<file path="src/wwds_pkg.sv">
`default_nettype none
package wwds_pkg;

  // ****************************************************************
  // Widths, the clock period in ns, and timing in clock cycles.
  // ****************************************************************
  localparam int unsigned WWDS_CNT_W        = 24;
  localparam int unsigned WWDS_CLK_PERIOD_NS = 100;
  localparam int unsigned WWDS_RST_DELAY_CYC = 200;
  localparam int unsigned WWDS_WDL_CYC      = 100;
  localparam int unsigned WWDS_WDU_EXT_CYC  = 1000;
  localparam int unsigned WWDS_WDU_PRE0_CYC = 1600;
  localparam int unsigned WWDS_WDU_PRE1_CYC = 2400;

  // ****************************************************************
  // Upper-bound selection codes.
  // ****************************************************************
  localparam logic [1:0] WWDS_SEL_EXT  = 2'h0;
  localparam logic [1:0] WWDS_SEL_PRE0 = 2'h1;
  localparam logic [1:0] WWDS_SEL_PRE1 = 2'h2;

  localparam logic [WWDS_CNT_W-1:0] WWDS_CNT_ZERO = '0;
  localparam logic [WWDS_CNT_W-1:0] WWDS_CNT_ONE  = {{(WWDS_CNT_W-1){1'b0}}, 1'b1};

  typedef enum logic [1:0] {
    WWDS_ST_RESET,
    WWDS_ST_RUN,
    WWDS_ST_FAULT
  } wwds_state_e;

  typedef struct packed {
    wwds_state_e             state;
    logic [WWDS_CNT_W-1:0]   rst_cnt;
    logic [WWDS_CNT_W-1:0]   win_cnt;
    logic [WWDS_CNT_W-1:0]   flt_cnt;
    logic                    kick_prev;
    logic                    rst_drv;
    logic                    flt_drv;
  } wwds_state_s;

endpackage
`default_nettype wire

</file>
<file path="src/wwds_top.sv">
`timescale 1ns/10ps
`default_nettype none
module wwds_top
  import wwds_pkg::*;
#(
  parameter int unsigned RST_DELAY_CYC = WWDS_RST_DELAY_CYC,
  parameter int unsigned WDL_CYC       = WWDS_WDL_CYC,
  parameter int unsigned WDU_EXT_CYC   = WWDS_WDU_EXT_CYC,
  parameter int unsigned WDU_PRE0_CYC  = WWDS_WDU_PRE0_CYC,
  parameter int unsigned WDU_PRE1_CYC  = WWDS_WDU_PRE1_CYC
) (
  input  wire logic       clk_sys,
  input  wire logic       rst_n,
  input  wire logic       clk_en,
  input  wire logic       supply_ok,
  input  wire logic       manual_reset_n,
  input  wire logic       watchdog_enable_sel,
  input  wire logic       wd_kick_in,
  input  wire logic [1:0] timeout_select_in,
  output logic            sys_rst_out_n,
  output logic            sys_rst_drv_en,
  output logic            wd_fault_out_n,
  output logic            wd_fault_drv_en
);

  // ****************************************************************
  // Constants cut to the counter width.
  // ****************************************************************
  localparam logic [WWDS_CNT_W-1:0] RST_LAST = WWDS_CNT_W'(RST_DELAY_CYC - 1);
  localparam logic [WWDS_CNT_W-1:0] WDL_LIM  = WWDS_CNT_W'(WDL_CYC);

  wwds_state_s           st_reg;
  wwds_state_s           st_next;
  logic [WWDS_CNT_W-1:0] wdu_lim;
  logic                  hold_rst;
  logic                  kick_fall;

  // Upper bound follows the selection; unknown codes use the external one.
  always_comb begin
    case (timeout_select_in)
      WWDS_SEL_PRE0: wdu_lim = WWDS_CNT_W'(WDU_PRE0_CYC);
      WWDS_SEL_PRE1: wdu_lim = WWDS_CNT_W'(WDU_PRE1_CYC);
      default:       wdu_lim = WWDS_CNT_W'(WDU_EXT_CYC);
    endcase
  end

  // Either a low supply or a held manual reset keeps the output low.
  assign hold_rst  = !supply_ok || !manual_reset_n;
  assign kick_fall = st_reg.kick_prev && !wd_kick_in;

  // ****************************************************************
  // Next-state logic.
  // ****************************************************************
  // The reset counter restarts on every hold so a glitchy supply never
  // shortens the delay; release happens only on a clean full count.
  always_comb begin
    st_next = st_reg;
    st_next.kick_prev = wd_kick_in;
    case (st_reg.state)
      WWDS_ST_RESET: begin
        st_next.rst_drv = 1'b1;
        st_next.flt_drv = 1'b0;
        st_next.win_cnt = WWDS_CNT_ZERO;
        if (hold_rst) begin
          st_next.rst_cnt = WWDS_CNT_ZERO;
        end else if (st_reg.rst_cnt == RST_LAST) begin
          st_next.rst_drv = 1'b0;
          st_next.state   = WWDS_ST_RUN;
        end else begin
          st_next.rst_cnt = st_reg.rst_cnt + WWDS_CNT_ONE;
        end
      end
      WWDS_ST_RUN: begin
        st_next.win_cnt = st_reg.win_cnt + WWDS_CNT_ONE;
        if (!watchdog_enable_sel) begin
          st_next.win_cnt = WWDS_CNT_ZERO;
        end else if (kick_fall) begin
          if (st_reg.win_cnt < WDL_LIM) begin
            st_next.state   = WWDS_ST_FAULT;
            st_next.flt_drv = 1'b1;
            st_next.flt_cnt = WWDS_CNT_ZERO;
          end else begin
            st_next.win_cnt = WWDS_CNT_ZERO;
          end
        end else if (st_reg.win_cnt >= wdu_lim - WWDS_CNT_ONE) begin
          st_next.state   = WWDS_ST_FAULT;
          st_next.flt_drv = 1'b1;
          st_next.flt_cnt = WWDS_CNT_ZERO;
        end
      end
      WWDS_ST_FAULT: begin
        // Kicks are not looked at here.
        st_next.flt_cnt = st_reg.flt_cnt + WWDS_CNT_ONE;
        if (st_reg.flt_cnt == RST_LAST) begin
          st_next.flt_drv = 1'b0;
          st_next.win_cnt = WWDS_CNT_ZERO;
          st_next.state   = WWDS_ST_RUN;
        end
      end
      default: begin
        st_next.state = WWDS_ST_RESET;
      end
    endcase
    // Supply or manual reset overrides everything, fault included.
    if (hold_rst) begin
      st_next.state   = WWDS_ST_RESET;
      st_next.rst_drv = 1'b1;
      st_next.flt_drv = 1'b0;
      st_next.rst_cnt = WWDS_CNT_ZERO;
      st_next.win_cnt = WWDS_CNT_ZERO;
    end
  end

  // ****************************************************************
  // State register.
  // ****************************************************************
  // Reset starts with the reset output driven low, as on power-up.
  always_ff @(posedge clk_sys or negedge rst_n) begin
    if (!rst_n) begin
      st_reg <= '{state: WWDS_ST_RESET, rst_cnt: WWDS_CNT_ZERO,
                  win_cnt: WWDS_CNT_ZERO, flt_cnt: WWDS_CNT_ZERO,
                  kick_prev: 1'b0, rst_drv: 1'b1, flt_drv: 1'b0};
    end else if (clk_en) begin
      st_reg <= st_next;
    end
  end

  // Open-drain pins: enable high pulls the line low.
  assign sys_rst_drv_en  = st_reg.rst_drv;
  assign sys_rst_out_n   = !st_reg.rst_drv;
  assign wd_fault_drv_en = st_reg.flt_drv;
  assign wd_fault_out_n  = !st_reg.flt_drv;
endmodule
`default_nettype wire

</file>
<file path="config.mk">
export PLATFORM = sky130hd
export DESIGN_NAME = wwds_top
export DESIGN_NICKNAME = d
export VERILOG_FILES = /design/src/wwds_pkg.sv /design/src/wwds_top.sv
export SDC_FILE = /design/constraint.sdc
export NUM_CORES = 1
export LEC_CHECK = 0
export CORE_ASPECT_RATIO = 0.6
export CORE_MARGIN = 4
export CORE_UTILIZATION = 58
export DETAILED_ROUTE_END_ITERATION = 6
export DONT_BUFFER_PORTS = 1
export PLACE_DENSITY = 0.82
export SYNTH_ARGS = -nofsm -noshare
export SYNTH_HDL_FRONTEND = slang
export SYNTH_SLANG_ARGS = --single-unit
</file>
<file path="constraint.sdc">
create_clock -name clk_sys -period 2.27 [get_ports clk_sys]
set_input_delay 0.454 -clock clk_sys [delete_from_list [all_inputs] [get_ports clk_sys]]
set_output_delay 0.454 -clock clk_sys [all_outputs]
set_load 0.02 [all_outputs]
</file>
==> reports/metrics.yaml <==
power_and_ir_drop:
  internal_power_uw: 2630
  clkPwrFrac_pct: 45.1
  p_sw_uw: 883
  combinationalPowerShare_pct: 12.0
  peakVddDrop_mv: 0.688
  p_per_area_mw_per_mm2: 606
  switching_share_pct: 25.1
  total_leakage_power_uw: 0.00254
  pwr-share-seq_pct: 42.9
critical_path:
  cp_max_fo: 7
  startpoint_type: "flip-flop"
  worstSetupPathType: "flip-flop to flip-flop"
  cp.arrival_ns: 2.61
  worstPathRequired_ns: 2.54
  r2r_slack_ns: -0.07
  crit_slowest_cell: "o41a_4"
  max_stage_delay_ns: 0.55
  ff2ff_path_depth: 7
  r2r_start: "st_reg[36]"
  path_cells: "or4_4, o41a_4, nor4_4, buf_4, buf_6, nand2_2, o21ai_2"
  r2r_end: "st_reg[33]"
  critPathCaptureType: "flip-flop"
placement:
  place_hpwl_um: 8220
  preCtsSetupSlack_ns: -0.290
  dpl_cell_area_mm2: 0.00512
  finalWeightedCongestion: 0.882
  port_buffers: 0
synthesis:
  synth.area.top_cells: "dfrtp_1 (42%), ha_1 (4.1%), nand2_1 (4.0%)"
  ys.flop_type: "dfrtp_1"
  synth_fp_nets: 534
  synthArstFlopShare_pct: 100
  syn_inst: 510
  synth.most_common_cell: "dfrtp_1"
  synth_top_area_cell: "dfrtp_1"
  syn_area_mm2: 0.00454
  yosysTopAreaCellShare_pct: 41.9
  syn_avg_cell_area_um2: 8.91
  synth.top_cells.by_count: "dfrtp_1 (76), nand2_1 (49), nor2_1 (49)"
  ys_ff_latch: 77
  seq_area_frac_synth_pct: 42.5
  ys_warn_count: 0
  synth_edf_count: 0
  yosysUniqueCellTypes: 52
sta:
  whs_ns: -0.0130
  clock.fmax_ghz: 0.428
  fin_crit_sh_pct: 103
  rsz0062_at_grt: "true"
  setup_slack_ns: -0.0676
  drv_slew: 0
  setup_viol: 17
  max-slew-margin-rel_pct: 65.6
  finalCriticalPeriod_ns: 2.34
  fin_skew_ns: 0.00802
  hold_viol: 4
  worst_pin_slew_ns: 0.503
  finalSetupTns_ns: -0.619
cells_and_area:
  num-nets-final: 603
  layout-drive-gt1-share_pct: 24.5
  diodes: 0
  largest_reg_flops: 75
  design_area_mm2: 0.00580
  syn_to_final_growth_pct: 27.6
route:
  drcViolationCount: 0
  post_drt_wl_per_cell_um: 18.6
  viasPerCell: 6.36
  route.top_layer_used: "met4"
  wirelength_met1_um: 5480
  met3_length_um: 1130
  dr_wl_met2_um: 6010
  drtIter0Drc: 620
  dr.pass1.iters: 5
  wirelength_um: 12800
  postRouteAntennaNets: 0
  num_vias: 4373
grt:
  grt_pass1_wl_um: 20400
  grt.total_usage_pct: 27.3
  grt_pass1_vias: 4049
  grt.overflow.total: 0
  grt_max_degree: 78
  antenna_found_initial: 0
run:
  cap_violations: 0
outcome:
  violations: "hold timing, setup timing"
  status: "finished, violations left"
clocking:
  cts_root_buffer: "clkbuf_16"
  cts_sinks: 77
  clockBufferDepth: 2
  clk_latency_ns: 0.34
  numCtsBuffers: 9
  clk_pin_slew_ns: 0.06
  cts_max_level: 3
  cts_tree: "yes"
floorplan:
  start_util_pct: 61.0
  die_y_um: 76.5
  rows: 24
  die_area_mm2: 0.00936
  coreArea_mm2: 0.00745
  io_pins: 13
  fp.dieW_um: 122
worst_hold_path:
  hold_class: "input pin to async pin"
## kinds of logic (layout without fill, tap and decap cells)
family                     Yosys count  count (layout)  synth area share, %
AOI/OAI and AO/OA                   99              99                 13.8
muxes                                7               7                 1.60
DFF                                 77              77                 42.5
xor gates and xnor gates            36              36                 6.94
buffers and inverters               40             114                 3.72
adders and majority gates           15              15                 4.13
and+or+nand+nor                    236             236                 27.3
## per-layer routing
layer | global-route usage, % | vias to the layer above
met5 | 0 | -
li1 | - | 1990
met2 | 39.7 | 244
met4 | 5.70 | 0
met3 | 8.83 | 27
met1 | 39.9 | 2112
## how the worst max path moves through the flow
stage | start | end | slack, ns | cells past startpoint
finish | st_reg[36] | st_reg[33] | -0.07 | 7
global route | st_reg[37] | st_reg[49] | -0.14 | 5
global placement | timeout_select_in[0] | st_reg[17] | -0.14 | 10
CTS | st_reg[45] | st_reg[46] | -0.07 | 7
detailed placement | timeout_select_in[0] | st_reg[7] | -0.29 | 10
floorplan | st_reg[36] | st_reg[49] | -0.001 | 5
## final cells by class
| type | count | area, um^2 |
|---|---|---|
| multi-input combinational | 393 | 2700 |
| sequential | 77 | 1930 |
| fill | 484 | 1650 |
| timing repair buffer | 77 | 636 |
| clock buffer | 12 | 256 |
| tap | 104 | 130 |
| inverter | 21 | 78.8 |
| clock inverter | 4 | 70.1 |
## metrics by stage
stage | power [uW] | util, % | std cells
2_1_floorplan | 1740 | - | 510
3_3_place_gp | 1860 | 68.8 | 658
3_5_place_dp | 1890 | 68.8 | 658
4_1_cts | 3510 | 74.6 | 680
5_1_grt | 3650 | 77.8 | 688
6_report | 3510 | 77.8 | 688
## power groups by stage
stage          registers [uW]  clock network, uW  logic [uW]
2_1_floorplan            1510                  0         234
3_3_place_gp             1520                  0         346
6_report                 1510               1580         422
3_5_place_dp             1520                  0         365
4_1_cts                  1500               1600         404
5_1_grt                  1510               1670         469
## cells in the final DEF (no fill, tap or decap), types with 4 or more instances in the layout
master / instances
o31ai_1: 4
ha_1: 11
nand3_1: 25
o21ai_1: 10
buf_4: 67
or3_1: 6
inv_1: 20
a211oi_1: 10
nand2_2: 6
nor2_1: 44
a21o_1: 4
nor3_1: 24
o21ai_2: 5
nand3b_1: 5
xor2_1: 16
o21ai_0: 25
nor4_1: 8
a21oi_1: 17
and4_1: 7
clkbuf_16: 9
nand2_1: 43
and3_1: 12
and2_1: 6
nand4_1: 20
dfrtp_1: 76
mux2i_1: 5
xnor2_1: 20
buf_6: 8
ha_4: 4
## repair_timing
action / 4_1_cts / 5_1_grt
pin swaps: 11 / 18
buffers inserted: 5 / 10
endpoints found under the setup margin: 46 / 51
gates resized for setup: 10 / 46
hold endpoints to repair: 77 / 0
hold buffers: 1 / 0
gates cloned: 1 / 0
## critical path: cells and delay by family (launching register included)
kind / cells / cell delay (ns)
AOI/OAI and AO/OA: 2 / 0.67
buffers and inverters: 2 / 0.31
DFF: 1 / 0.39
and+or+nand+nor: 3 / 0.89
Note: power is estimated with default switching activity, not from simulation.
